### src/ppc_regs.vh
// Constants for the programming panel command logic.
`ifndef PPC_REGS_VH
`define PPC_REGS_VH
// ----------------------------------------
// Key codes
// ----------------------------------------
`define PPC_KEY_DIGIT      4'h0
`define PPC_KEY_START_NEXT 4'h1
`define PPC_KEY_SUPERVISOR 4'h2
`define PPC_KEY_DELETE     4'h3
`define PPC_KEY_DISABLE    4'h4
`define PPC_KEY_FORCE      4'h5
`define PPC_KEY_SHIFT      4'h6
`define PPC_KEY_ENTER      4'h7
// ----------------------------------------
// Supervisory option digits
// ----------------------------------------
`define PPC_OPT_EXIT    4'h0
`define PPC_OPT_STOP    4'h1
`define PPC_OPT_START   4'h2
`define PPC_OPT_CLEAR   4'h3
`define PPC_OPT_LOAD    4'h4
`define PPC_OPT_DUMP    4'h5
`define PPC_OPT_VERIFY  4'h6
`define PPC_OPT_CONFIRM 4'h7
// ----------------------------------------
// Memory commands
// ----------------------------------------
`define PPC_CMD_NONE       4'h0
`define PPC_CMD_INSERT_NET 4'h1
`define PPC_CMD_DELETE_EL  4'h2
`define PPC_CMD_DELETE_FN  4'h3
`define PPC_CMD_DELETE_NET 4'h4
`define PPC_CMD_CLEAR_ALL  4'h5
`define PPC_CMD_ENTER_EL   4'h6
// ----------------------------------------
// Register map
// ----------------------------------------
`define PPC_ADDR_CTRL      4'h0
`define PPC_ADDR_STATUS    4'h1
`define PPC_ADDR_WATCH_SEL 4'h2
`define PPC_ADDR_WATCH_VAL 4'h3
`define PPC_ADDR_DUMP_LEN  4'h4
`define PPC_ADDR_ERRORS    4'h5
// ----------------------------------------
// Timing
// ----------------------------------------
`define PPC_CLOCK_HZ  200000000
`define PPC_TAPE_BAUD 600
`define PPC_BIT_CYCLES (`PPC_CLOCK_HZ / `PPC_TAPE_BAUD)
`define PPC_REG_MAX   10'd999
`endif

### src/ppc_command_logic.v
// Keypad command interpreter for the controller programming panel.
// Overview of operation
// - With write lock on, protected network keys and supervisory options are ignored.
// - Insert-network adds a network after the shown one, renumbering those following.
// - Insert with nothing shown places the new network first, renumbering all.
// - Supervisory key clears screen; digits 0-6 pick exit, stop, start, clear, load, dump, verify.
// - While sweep is stopped, all outputs are held off until start.
// - Clear removes all stored logic from program memory.
// - Dump sends all memory out the tape port at 600 baud.
// - Scanning keeps running during a dump.
// - Clear and load are refused unless the sweep was stopped first.
// - After a good load, scanning stays stopped until start or power cycle.
// - Verify compares memory against the record received from the tape port.
// - Stop and clear prompt for confirm and execute only on digit 7 next.
// - Any digit 0-6 during a confirm prompt cancels the pending operation.
// - Relay elements delete only at column bottom, or top rung right with one left.
// - Deleting a function from its top element removes all its numeric elements.
// - Shift then delete removes the network under cursor, renumbering those following.
// - Each deletion updates display and program memory in one operation.
// - Disabling a coil or input freezes its state and survives power loss.
// - Disable again on a disabled reference restores normal control.
// - Force acts only on disabled references, toggling their state each press.
// - Status area shows six references: discretes ON/OFF, registers 000 to 999.
// - An element is refused until every part of it has been specified.
`timescale 1ns/1ps
`default_nettype none
`include "ppc_regs.vh"
module ppc_command_logic #(
	parameter MEM_WORDS  = 256,
	parameter REFS       = 256,
	parameter BIT_CYCLES = `PPC_BIT_CYCLES
) (
	input  wire        clock,
	input  wire        rst,
	input  wire        key_valid,
	input  wire [3:0]  key_code,
	input  wire [3:0]  key_digit,
	input  wire        write_lock,
	input  wire [7:0]  shown_step,
	input  wire        screen_empty,
	input  wire        cursor_relay,
	input  wire        cursor_col_bottom,
	input  wire        cursor_top_right_single,
	input  wire        cursor_fn_top,
	input  wire        cursor_is_ref,
	input  wire [7:0]  cursor_ref,
	input  wire        assembly_complete,
	input  wire        ref_state_in,
	input  wire [7:0]  ref_index_in,
	input  wire [9:0]  reg_value_in,
	input  wire [7:0]  watch_sel_0,
	input  wire [7:0]  watch_sel_1,
	input  wire [7:0]  watch_sel_2,
	input  wire [7:0]  watch_sel_3,
	input  wire [7:0]  watch_sel_4,
	input  wire [7:0]  watch_sel_5,
	input  wire [5:0]  watch_is_reg,
	input  wire [7:0]  mem_rdata,
	input  wire        tape_rx,
	output reg         tape_tx,
	output reg  [3:0]  mem_cmd,
	output reg  [7:0]  mem_cmd_step,
	output reg         display_update,
	output reg         screen_clear,
	output reg         confirm_prompt,
	output reg         menu_active,
	output reg         sweep_run,
	output reg         outputs_enable,
	output reg  [7:0]  mem_addr,
	output reg  [7:0]  mem_wdata,
	output reg         mem_we,
	output reg         verify_done,
	output reg         verify_error,
	output reg         key_refused,
	output reg  [5:0]  watch_on,
	output reg  [59:0] watch_value,
	output reg         ref_override,
	output reg         ref_forced_state
);
	// ----------------------------------------
	// States
	// ----------------------------------------
	localparam [5:0] ST_NORMAL  = 6'h01;
	localparam [5:0] ST_MENU    = 6'h02;
	localparam [5:0] ST_CONFIRM = 6'h04;
	localparam [5:0] ST_DUMP    = 6'h08;
	localparam [5:0] ST_LOAD    = 6'h10;
	localparam [5:0] ST_VERIFY  = 6'h20;

	reg  [5:0] state;
	reg  [5:0] next_state;
	reg  [3:0] pending_opt;
	reg        shift_held;
	reg        stopped_by_menu;
	reg  [7:0] xfer_addr;
	reg        xfer_wait;
	reg        load_ok;
	reg  [REFS-1:0] disabled;
	reg  [REFS-1:0] frozen;
	wire       tx_busy;
	wire       tx_line;
	wire       rx_valid;
	wire [7:0] rx_byte;
	wire       key_digit_now;
	wire       opt_protected;
	wire [7:0] last_addr;
	wire [31:0] last_word;

	assign key_digit_now = key_valid && key_code == `PPC_KEY_DIGIT;
	assign opt_protected = key_digit == `PPC_OPT_STOP || key_digit == `PPC_OPT_START ||
		key_digit == `PPC_OPT_CLEAR || key_digit == `PPC_OPT_DUMP;
	assign last_word     = MEM_WORDS - 1;
	assign last_addr     = last_word[7:0];

	ppc_tape_port #(
		.BIT_CYCLES(BIT_CYCLES)
	) u_tape (
		.clock   (clock),
		.rst     (rst),
		.tx_go   (state == ST_DUMP && !tx_busy && !xfer_wait),
		.tx_byte (mem_rdata),
		.tx_busy (tx_busy),
		.tx_line (tx_line),
		.rx_line (tape_rx),
		.rx_valid(rx_valid),
		.rx_byte (rx_byte)
	);

	// ----------------------------------------
	// Supervisory menu sequencing
	// ----------------------------------------
	always @* begin
		next_state = state;
		case (state)
			ST_NORMAL: begin
				if (key_valid && key_code == `PPC_KEY_SUPERVISOR)
					next_state = ST_MENU;
			end
			ST_MENU: begin
				if (key_digit_now && !(write_lock && opt_protected)) begin
					case (key_digit)
						`PPC_OPT_EXIT:   next_state = ST_NORMAL;
						`PPC_OPT_STOP:   next_state = ST_CONFIRM;
						`PPC_OPT_CLEAR:  next_state = stopped_by_menu ? ST_CONFIRM : ST_MENU;
						`PPC_OPT_LOAD:   next_state = stopped_by_menu ? ST_LOAD : ST_MENU;
						`PPC_OPT_DUMP:   next_state = ST_DUMP;
						`PPC_OPT_VERIFY: next_state = ST_VERIFY;
						default:         next_state = ST_MENU;
					endcase
				end
			end
			ST_CONFIRM: begin
				if (key_digit_now && key_digit <= `PPC_OPT_CONFIRM)
					next_state = ST_MENU;
			end
			ST_DUMP, ST_VERIFY: begin
				if (xfer_addr == last_addr && !xfer_wait && !tx_busy && (state == ST_VERIFY ? rx_valid : 1'b1))
					next_state = ST_MENU;
			end
			ST_LOAD: begin
				if (rx_valid && xfer_addr == last_addr)
					next_state = ST_MENU;
			end
			default: next_state = ST_NORMAL;
		endcase
	end

	// ----------------------------------------
	// Command execution
	// ----------------------------------------
	always @(posedge clock or posedge rst) begin
		if (rst) begin
			state           <= ST_NORMAL;
			pending_opt     <= 4'h0;
			shift_held      <= 1'b0;
			stopped_by_menu <= 1'b0;
			xfer_addr       <= 8'h00;
			xfer_wait       <= 1'b0;
			load_ok         <= 1'b1;
			tape_tx         <= 1'b1;
			mem_cmd         <= `PPC_CMD_NONE;
			mem_cmd_step    <= 8'h00;
			display_update  <= 1'b0;
			screen_clear    <= 1'b0;
			confirm_prompt  <= 1'b0;
			menu_active     <= 1'b0;
			sweep_run       <= 1'b1;
			outputs_enable  <= 1'b1;
			mem_addr        <= 8'h00;
			mem_wdata       <= 8'h00;
			mem_we          <= 1'b0;
			verify_done     <= 1'b0;
			verify_error    <= 1'b0;
			key_refused     <= 1'b0;
			ref_override    <= 1'b0;
			ref_forced_state <= 1'b0;
		end else begin
			state          <= next_state;
			tape_tx        <= tx_line;
			mem_cmd        <= `PPC_CMD_NONE;
			display_update <= 1'b0;
			screen_clear   <= 1'b0;
			mem_we         <= 1'b0;
			verify_done    <= 1'b0;
			key_refused    <= 1'b0;
			menu_active    <= next_state != ST_NORMAL;
			confirm_prompt <= next_state == ST_CONFIRM;
			outputs_enable <= sweep_run && !stopped_by_menu;
			ref_override   <= disabled[ref_index_in];
			ref_forced_state <= frozen[ref_index_in];
			if (key_valid && key_code == `PPC_KEY_SHIFT)
				shift_held <= !shift_held;
			else if (key_valid && key_code != `PPC_KEY_SUPERVISOR)
				shift_held <= 1'b0;
			case (state)
				ST_NORMAL: begin
					if (key_valid) begin
						case (key_code)
							`PPC_KEY_SUPERVISOR: screen_clear <= 1'b1;
							`PPC_KEY_START_NEXT: begin
								if (write_lock) begin
									key_refused <= 1'b1;
								end else begin
									mem_cmd        <= `PPC_CMD_INSERT_NET;
									mem_cmd_step   <= screen_empty ? 8'h01 : shown_step + 8'h01;
									display_update <= 1'b1;
								end
							end
							`PPC_KEY_DELETE: begin
								if (write_lock) begin
									key_refused <= 1'b1;
								end else if (shift_held) begin
									mem_cmd        <= `PPC_CMD_DELETE_NET;
									mem_cmd_step   <= shown_step;
									display_update <= 1'b1;
								end else if (!cursor_relay && cursor_fn_top) begin
									mem_cmd        <= `PPC_CMD_DELETE_FN;
									mem_cmd_step   <= shown_step;
									display_update <= 1'b1;
								end else if (cursor_relay && (cursor_col_bottom || cursor_top_right_single)) begin
									mem_cmd        <= `PPC_CMD_DELETE_EL;
									mem_cmd_step   <= shown_step;
									display_update <= 1'b1;
								end else begin
									key_refused <= 1'b1;
								end
							end
							`PPC_KEY_ENTER: begin
								if (assembly_complete) begin
									mem_cmd        <= `PPC_CMD_ENTER_EL;
									mem_cmd_step   <= shown_step;
									display_update <= 1'b1;
								end else begin
									key_refused <= 1'b1;
								end
							end
							`PPC_KEY_DISABLE, `PPC_KEY_FORCE: begin
								if (write_lock || !cursor_is_ref)
									key_refused <= 1'b1;
								else if (key_code == `PPC_KEY_FORCE && !disabled[cursor_ref])
									key_refused <= 1'b1;
							end
							default: ;
						endcase
					end
				end
				ST_MENU: begin
					if (key_digit_now) begin
						if (write_lock && opt_protected) begin
							key_refused <= 1'b1;
						end else begin
							pending_opt <= key_digit;
							if (key_digit == `PPC_OPT_START) begin
								sweep_run       <= 1'b1;
								stopped_by_menu <= 1'b0;
							end
							if ((key_digit == `PPC_OPT_CLEAR || key_digit == `PPC_OPT_LOAD) && !stopped_by_menu)
								key_refused <= 1'b1;
							xfer_addr <= 8'h00;
							mem_addr  <= 8'h00;
							xfer_wait <= 1'b1;
							load_ok   <= 1'b1;
							verify_error <= 1'b0;
						end
					end
				end
				ST_CONFIRM: begin
					if (key_digit_now && key_digit == `PPC_OPT_CONFIRM) begin
						if (pending_opt == `PPC_OPT_STOP) begin
							sweep_run       <= 1'b0;
							stopped_by_menu <= 1'b1;
						end else begin
							mem_cmd <= `PPC_CMD_CLEAR_ALL;
						end
					end
				end
				ST_DUMP: begin
					// Sweep is left alone here; the dump only reads memory.
					xfer_wait <= 1'b0;
					if (!tx_busy && !xfer_wait) begin
						xfer_addr <= xfer_addr + 8'h01;
						mem_addr  <= xfer_addr + 8'h01;
						xfer_wait <= 1'b1;
					end
				end
				ST_LOAD: begin
					if (rx_valid) begin
						mem_addr  <= xfer_addr;
						mem_wdata <= rx_byte;
						mem_we    <= 1'b1;
						xfer_addr <= xfer_addr + 8'h01;
						if (xfer_addr == last_addr)
							sweep_run <= 1'b0;
					end
				end
				ST_VERIFY: begin
					xfer_wait <= 1'b0;
					if (rx_valid) begin
						if (rx_byte != mem_rdata)
							verify_error <= 1'b1;
						verify_done <= xfer_addr == last_addr;
						xfer_addr   <= xfer_addr + 8'h01;
						mem_addr    <= xfer_addr + 8'h01;
					end
				end
				default: ;
			endcase
		end
	end

	// ----------------------------------------
	// Disable and force bits
	// ----------------------------------------
	// These flops keep no reset so that a disable outlives a power loss.
	initial begin
		disabled = {REFS{1'b0}};
		frozen   = {REFS{1'b0}};
	end
	always @(posedge clock) begin
		if (state == ST_NORMAL && key_valid && !write_lock && cursor_is_ref) begin
			if (key_code == `PPC_KEY_DISABLE) begin
				disabled[cursor_ref] <= !disabled[cursor_ref];
				frozen[cursor_ref]   <= ref_state_in;
			end else if (key_code == `PPC_KEY_FORCE && disabled[cursor_ref]) begin
				frozen[cursor_ref] <= !frozen[cursor_ref];
			end
		end
	end

	// ----------------------------------------
	// Status area
	// ----------------------------------------
	genvar w;
	generate
		for (w = 0; w < 6; w = w + 1) begin : g_watch
			wire [7:0] sel = w == 0 ? watch_sel_0 : w == 1 ? watch_sel_1 : w == 2 ? watch_sel_2 :
				w == 3 ? watch_sel_3 : w == 4 ? watch_sel_4 : watch_sel_5;
			always @(posedge clock or posedge rst) begin
				if (rst) begin
					watch_on[w]            <= 1'b0;
					watch_value[w*10 +: 10] <= 10'h000;
				end else if (ref_index_in == sel) begin
					watch_on[w] <= disabled[sel] ? frozen[sel] : ref_state_in;
					if (watch_is_reg[w])
						watch_value[w*10 +: 10] <= reg_value_in > `PPC_REG_MAX ? `PPC_REG_MAX : reg_value_in;
				end
			end
		end
	endgenerate
endmodule
`default_nettype wire

### src/ppc_tape_port.v
// Serial tape port: 8N1 transmit and receive at the tape baud rate.
`timescale 1ns/1ps
`default_nettype none
`include "ppc_regs.vh"
module ppc_tape_port #(
	parameter BIT_CYCLES = `PPC_BIT_CYCLES
) (
	input  wire       clock,
	input  wire       rst,
	input  wire       tx_go,
	input  wire [7:0] tx_byte,
	output reg        tx_busy,
	output reg        tx_line,
	input  wire       rx_line,
	output reg        rx_valid,
	output reg  [7:0] rx_byte
);
	reg  [31:0] tx_count;
	reg  [3:0]  tx_bits;
	reg  [9:0]  tx_shift;
	reg  [31:0] rx_count;
	reg  [3:0]  rx_bits;
	reg  [8:0]  rx_shift;
	reg         rx_busy;

	// ----------------------------------------
	// Transmit
	// ----------------------------------------
	always @(posedge clock or posedge rst) begin
		if (rst) begin
			tx_busy  <= 1'b0;
			tx_line  <= 1'b1;
			tx_count <= 32'h0;
			tx_bits  <= 4'h0;
			tx_shift <= 10'h3FF;
		end else if (!tx_busy) begin
			if (tx_go) begin
				tx_busy  <= 1'b1;
				tx_shift <= {1'b1, tx_byte, 1'b0};
				tx_bits  <= 4'hA;
				tx_count <= 32'h0;
			end
		end else if (tx_count == 32'h0) begin
			if (tx_bits == 4'h0) begin
				tx_busy <= 1'b0;
			end else begin
				tx_line  <= tx_shift[0];
				tx_shift <= {1'b1, tx_shift[9:1]};
				tx_bits  <= tx_bits - 4'h1;
				tx_count <= BIT_CYCLES - 1;
			end
		end else begin
			tx_count <= tx_count - 32'h1;
		end
	end

	// ----------------------------------------
	// Receive
	// ----------------------------------------
	// Sampling at mid-bit tolerates the slow drift of a tape recorder.
	always @(posedge clock or posedge rst) begin
		if (rst) begin
			rx_busy  <= 1'b0;
			rx_count <= 32'h0;
			rx_bits  <= 4'h0;
			rx_shift <= 9'h0;
			rx_valid <= 1'b0;
			rx_byte  <= 8'h00;
		end else begin
			rx_valid <= 1'b0;
			if (!rx_busy) begin
				if (!rx_line) begin
					rx_busy  <= 1'b1;
					rx_count <= BIT_CYCLES / 2;
					rx_bits  <= 4'h9;
				end
			end else if (rx_count == 32'h0) begin
				rx_shift <= {rx_line, rx_shift[8:1]};
				rx_count <= BIT_CYCLES - 1;
				if (rx_bits == 4'h0) begin
					rx_busy  <= 1'b0;
					rx_valid <= rx_line;
					rx_byte  <= rx_shift[8:1];
				end else begin
					rx_bits <= rx_bits - 4'h1;
				end
			end else begin
				rx_count <= rx_count - 32'h1;
			end
		end
	end
endmodule
`default_nettype wire
### config.mk
export PLATFORM = sky130hd
export DESIGN_NAME = ppc_command_logic
export DESIGN_NICKNAME = d
export VERILOG_FILES = /design/src/ppc_command_logic.v /design/src/ppc_tape_port.v
export VERILOG_INCLUDE_DIRS = /design/src
export SDC_FILE = /design/constraint.sdc
export NUM_CORES = 2
export LEC_CHECK = 0
export BUFFER_PORTS_ARGS = -buffer_cell sky130_fd_sc_hd__buf_2
export CAP_MARGIN = 10
export CORE_MARGIN = 8
export CORE_UTILIZATION = 25
export CTS_BUF_LIST = sky130_fd_sc_hd__clkbuf_8
export CTS_CLUSTER_DIAMETER = 200
export DETAILED_ROUTE_END_ITERATION = 10
export HOLD_SLACK_MARGIN = 0.03
export PLACE_DENSITY = 0.44
export SLEW_MARGIN = 20
export SYNTH_ARGS = -nofsm -noshare
export SYNTH_HDL_FRONTEND = slang
export SYNTH_SLANG_ARGS = --single-unit
### constraint.sdc
create_clock -name clock -period 9.65 [get_ports clock]
set_clock_uncertainty 0.15 [all_clocks]
set_input_delay 0.965 -clock clock [delete_from_list [all_inputs] [get_ports clock]]
set_output_delay 0.965 -clock clock [all_outputs]
set_load 0.005 [all_outputs]
# Word-level counts from Yosys, hierarchy flattened

Cells that the tools add are included.

Bits in registers: 743
Logic and storage cells: 370

Magnitude comparators: 11
Add/subtract/negate cells: 6
Mux-type cells: 167
Reduce and logical (&&, ||, !) cells: 83
Bitwise gates (word level): 2
Equality and inequality tests: 53

Operator list:

| kind                                                        | number |
|---|---|
| bitwise mux 256 bit                                         | 3 |
| 2-to-1 mux 256 bit                                          | 2 |
| 2-to-1 mux 32 bit                                           | 7 |
| binary-select mux 1 bit (select 8 bit)                      | 16 |
| 2-to-1 mux 8 bit                                            | 12 |
| 2-to-1 mux 1 bit                                            | 84 |
| less-than comparator 8 x 9 -> 1 bit (second input constant) | 8 |
| logical NOT 32 bit                                          | 2 |
| subtractor 32 x 1 -> 32 bit (second input constant)         | 2 |
| 2-to-1 mux 10 bit                                           | 5 |
| equality test 8 bit                                         | 6 |
| case mux 8 bit (3 select lines)                             | 2 |
| case mux 6 bit (6 select lines)                             | 1 |
| equality test 4 x 3 -> 1 bit (second input constant)        | 8 |
| 2-to-1 mux 4 bit                                            | 8 |
| case mux 8 bit (4 select lines)                             | 1 |
| 2-to-1 mux 6 bit                                            | 5 |
| case mux 6 bit (5 select lines)                             | 1 |
| != test 2 bit (second input constant)                       | 13 |
| logical AND 1 bit                                           | 25 |
| AND reduction 2 bit                                         | 11 |
| 2-to-1 mux 3 bit                                            | 7 |
| AND reduction 3 bit                                         | 6 |
| adder 8 x 1 -> 8 bit (second input constant)                | 2 |
| 39 further kinds                                            | 85 |

# Logic depth before layout (Yosys ltp)

Word-level depth: 10
Gate-level depth with buffers: 14
Gate-level depth less buffers: 11

# Modules after synthesis

From an unflattened synthesis, not the netlist that was laid out.

Cell total of the unflattened synthesis: 5826
Area total of the unflattened synthesis: 65676.7 µm²

By module, submodules not included:

| module            | cells an instance | seq. area each (µm²) | area an instance (µm²) | times used |
|---|---|---|---|---|
| ppc_command_logic | 5292              | 18557.8              | 60389.2                | 1 |
| ppc_tape_port     | 534               | 2539.9               | 5287.6                 | 1 |

# Worst setup path after synthesis

Ideal clock, no wire load.

Kind: input port to flip-flop
Start point: input port cursor_ref[0]
End point: register frozen[110], enable pin
Setup slack: 2341 ps
Setup time: 244 ps
Cell stages on the path: 11
Data arrival time: 6916 ps
Cell sequence: buf_4 > buf_2 > buf_2 > buf_2 > mux2_2 > a311oi_1 > and4_1 > a2111o_1 > buf_2 > buf_2 > nor2_1

Longest elaborated chain between the ends: 5

RTL lines:

| item                                   | RTL line                | RTL |
|---|---|---|
| start, declared                        | ppc_command_logic.v:46  | `input wire [7:0] cursor_ref,` |
| binary-select mux 1 bit (select 8 bit) | ppc_command_logic.v:344 | `` end else if (key_code == `PPC_KEY_FORCE && disabled[cursor_ref]) begin `` |
| 2-to-1 mux 1 bit (not written as such) | ppc_command_logic.v:344 |  |
| logical AND 1 bit                      | ppc_command_logic.v:344 |  |
| nonzero test 2 bit (no line)           | -                       |  |
| AND reduction 2 bit (no line)          | -                       |  |
| end signal, assigned by index          | ppc_command_logic.v:343 | `frozen[cursor_ref] <= ref_state_in;` |
| end signal, assigned by index          | ppc_command_logic.v:345 | `frozen[cursor_ref] <= !frozen[cursor_ref];` |
| end, declared                          | ppc_command_logic.v:99  | `reg [REFS-1:0] frozen;` |

Every way passes these cells. The select of a mux whose other input is x is not followed.
A chain may end at the register's enable or synchronous reset.

# Worst setup path after layout

Start point: input port cursor_ref[0]
End point: register frozen[59] (data pin)

Longest elaborated chain between the ends: 7
Elaborated cells between the ends (all ways): 12

RTL lines:

| item                                                                                                      | RTL line                                         | RTL |
|---|---|---|
| less-than comparator 8 x 9 -> 1 bit (not written as such) or >= comparator 8 x 1 -> 1 bit (tied branches) | ppc_command_logic.v:343, ppc_command_logic.v:345 |  |
| logical AND 1 bit (not written as such)                                                                   | ppc_command_logic.v:343, ppc_command_logic.v:345 |  |
| 2-to-1 mux 1 bit (not written as such)                                                                    | ppc_command_logic.v:343, ppc_command_logic.v:345 |  |
| demux 1 bit (select 8 bit)                                                                                | ppc_command_logic.v:343, ppc_command_logic.v:345 |  |
| bitwise mux 256 bit                                                                                       | ppc_command_logic.v:345                          |  |
| 2-to-1 mux 256 bit                                                                                        | ppc_command_logic.v:344                          |  |
| 2-to-1 mux 256 bit (*)                                                                                    | ppc_command_logic.v:341                          | `` if (key_code == `PPC_KEY_DISABLE) begin `` |

Every way passes the cells marked *; elsewhere a longest branch is shown, timed or not. The select of a mux whose other input is x is not followed.

==> impl_results.md <==
* Outcome: completed
* Placed insts at 9222
* Number of enable flip-flop cells after synthesis at 512
* Number of global-route vias before repair at 57970
* Commonest cells after routing, fill and taps aside: nor2_1, mux4_2, edfxtp_1
* Minimum clock period at 6.866 ns
* Crit end category: flip-flop
* Hold WS at 0.1475 ns
* Antenna-violating nets left at 0
* Top_reg_cell synth: edfxtp_1
* Mapped Avg Cell Area at 11.07 um2
* Initial core utilization at 25.15%
* Max Root-Sink Buffers at 3
* H-tree depth at 4
* Critical Path Start Type: input pin
* Core Region at 259900 um2
* # fillers at 27020
* Mapped cell area at 65370 um2
* Die area at 278100 um2
* CTS Buf Count at 143
* Detailed Routing Iterations Pass 1 at 6
* Crit share post-route at 71.15%
* Origin of the critical flop-to-flop path: disabled[39]
* Routed WL at 357100 um
* Final Setup Violations at 0
* Final Hold Vio Count at 0
* Syn_nets at 6031
* Port Buffers at 222
* Clock-pin slew on the worst setup and hold paths at 0.06 ns
* Drt via density at 6.407
* Worst Setup Path Type: in -> reg
* Max cap viols at 0
* Die Height at 527.3 um
* First-pass GRT wire length at 488100 um
* Layout cells sized above 1 at 28.07%
* Worst IR Drop VDD at 0.1441 mV
* Clock sinks at 740
* Hold Crit Class: in -> reg
* Pwr Density at 121.7 nW/um2
* Non-filler cells, final at 9512
* RePlAce Congestion at 1.032
* Seq/Total Area, Yosys at 32.28%
* # IOs at 224
* Max Freq at 0.1456 GHz
* Hold Buf Count CTS at 1
* Area grow syn2layout at 12.16%
* Worst-margin pin slew at 1.270 ns
* Place WS at 2.547 ns
* Synth async-reset ratio at 30.81%
* Flops & latches, synth at 740
* Global-route usage over all layers at 24.55%
* GRT overflow at 0
* Fin util at 28.21%
* RSZ-0062 raised after global routing: no
* YS warnings at 0
* Clk_lat worst skew at 0.99 ns
* Design area at 73320 um2
* Placed Area at 70330 um2
* # DRC at 0
* Nets at 5998
* Max Slew Vio Count at 0
* Detailed Place HPWL at 245600 um
* Initial antenna violation count at 41
* Final Power at 8.924 mW
* Hold Crit Start: mem_rdata[7]
* Routed length per instance at 37.54 um
* FP Rows at 187
* Via Count at 60940
* Starting DRT DRC Count at 9702
* Req. time, crit path at 10.29 ns
* Resized cells post-CTS at 0
* Setup TNS at 0 ns
* Die X at 527.3 um
* Cell chosen for the clock root: clkbuf_8
* CTS tree: done
* CP max FO at 127
* Setup slack after layout at 2.784 ns
* CP startpoint: cursor_ref[0]
* Largest net degree at the start of global routing at 192
* Mapped Cells at 5906
* Pleak at 25.46 nW
* Arrival @ worst endpoint at 7.50 ns
* Post-CTS repair timing setup buffer count at 0
* Slew margin rel. at 15.19%
* Most common cell after layout, fill and taps aside: nor2_1
* Distinct cells, synth at 83
-- worst paths after layout --
path	to	slack [ns]	depth (start not counted)
min in group asynchronous	mem_cmd_step[6]	0.48	3
min reg2reg	tape_tx	0.22	0
min	u_tape.tx_shift[8]	0.15	2
max in group asynchronous	watch_value[9]	7.40	4
max	frozen[59]	2.78	12
max reg2reg	frozen[25]	3.87	10
-- logic make-up after synthesis --
family	synth area share [%]
AOI/OAI and AO/OA	9.346
buffers and inverters	4.010
DFF	32.28
other	0.005737
and+or+nand+nor	13.97
muxes	39.29
xor gates and xnor gates	0.9513
adders and majority gates	0.1531
-- synth_stat cells (37+ instances only) --
cell	instances	area, um2
clkbuf_1	321	1205
mux2i_1	507	5075
buf_2	157	785.8
xnor2_1	45	394.1
a21oi_1	123	615.6
nand4_1	58	362.9
o22ai_1	148	925.9
nor2b_1	69	431.7
nor3_1	96	480.5
buf_1	86	322.8
a22oi_1	102	765.7
mux4_2	843	18990
nand2_1	502	1884
mux2_2	144	1622
a211oi_1	37	277.8
o221ai_1	38	332.8
nor4_1	63	394.1
o21ai_0	175	875.8
edfxtp_1	512	15370
nor2_1	971	3645
inv_1	48	180.2
nand3_1	111	555.5
dfrtp_1	214	5355
-- worst max-delay path: stages --
cell and delay [ns]:
clkbuf_8 0.53, buf_4 0.73, buf_4 0.62, mux4_2 0.58, mux4_2 0.47, nand2_1 0.29, nand4_1 0.34, a311oi_1 0.95
mux2i_4 0.49, buf_12 0.33, buf_16 0.22, nor2_1 0.31
-- metal layers --
layer	global-route usage (%)	vias to the layer above	wire length, um
met2	34.10	5131	144700
met1	30.98	31240	133600
met4	15.31	22	26260
li1	-	23360	-
met5	0	-	131
met3	10.89	1191	52380
-- registers in the layout (all words and copies together) (netlist names), 3 cells and up --
| name | flops |
|---|---|
| disabled | 256 |
| frozen | 256 |
| mem_addr | 8 |
| mem_cmd | 3 |
| mem_cmd_step | 8 |
| mem_wdata | 8 |
| pending_opt | 4 |
| state | 6 |
| u_tape.rx_bits | 4 |
| u_tape.rx_byte | 8 |
| u_tape.rx_count | 32 |
| u_tape.rx_shift | 8 |
| u_tape.tx_bits | 4 |
| u_tape.tx_count | 32 |
| u_tape.tx_shift | 9 |
| watch_on | 6 |
| watch_value | 60 |
| xfer_addr | 8 |
-- power breakdown --
| group | internal (mW) | leakage, nW | switching, mW |
|---|---|---|---|
| clock | 1.66 | 1.63 | 1.60 |
| combinational | 0.673 | 15.8 | 1.33 |
| sequential | 3.54 | 8.08 | 0.117 |
| total | 5.88 | 25.5 | 3.05 |
-- cell type report --
type | count | area, um2 | area share (%)
repair buffers | 399 | 2714 | 3.701
clock inverters | 95 | 638.1 | 0.8703
clock buffers | 161 | 2216 | 3.022
multi-input cells | 4533 | 41980 | 57.26
well taps | 3496 | 4374 | 5.966
diodes | 32 | 80.08 | 0.1092
flip-flops and latches | 740 | 21100 | 28.78
inverters | 56 | 217.7 | 0.2969
(Power assumes the default switching activity.)
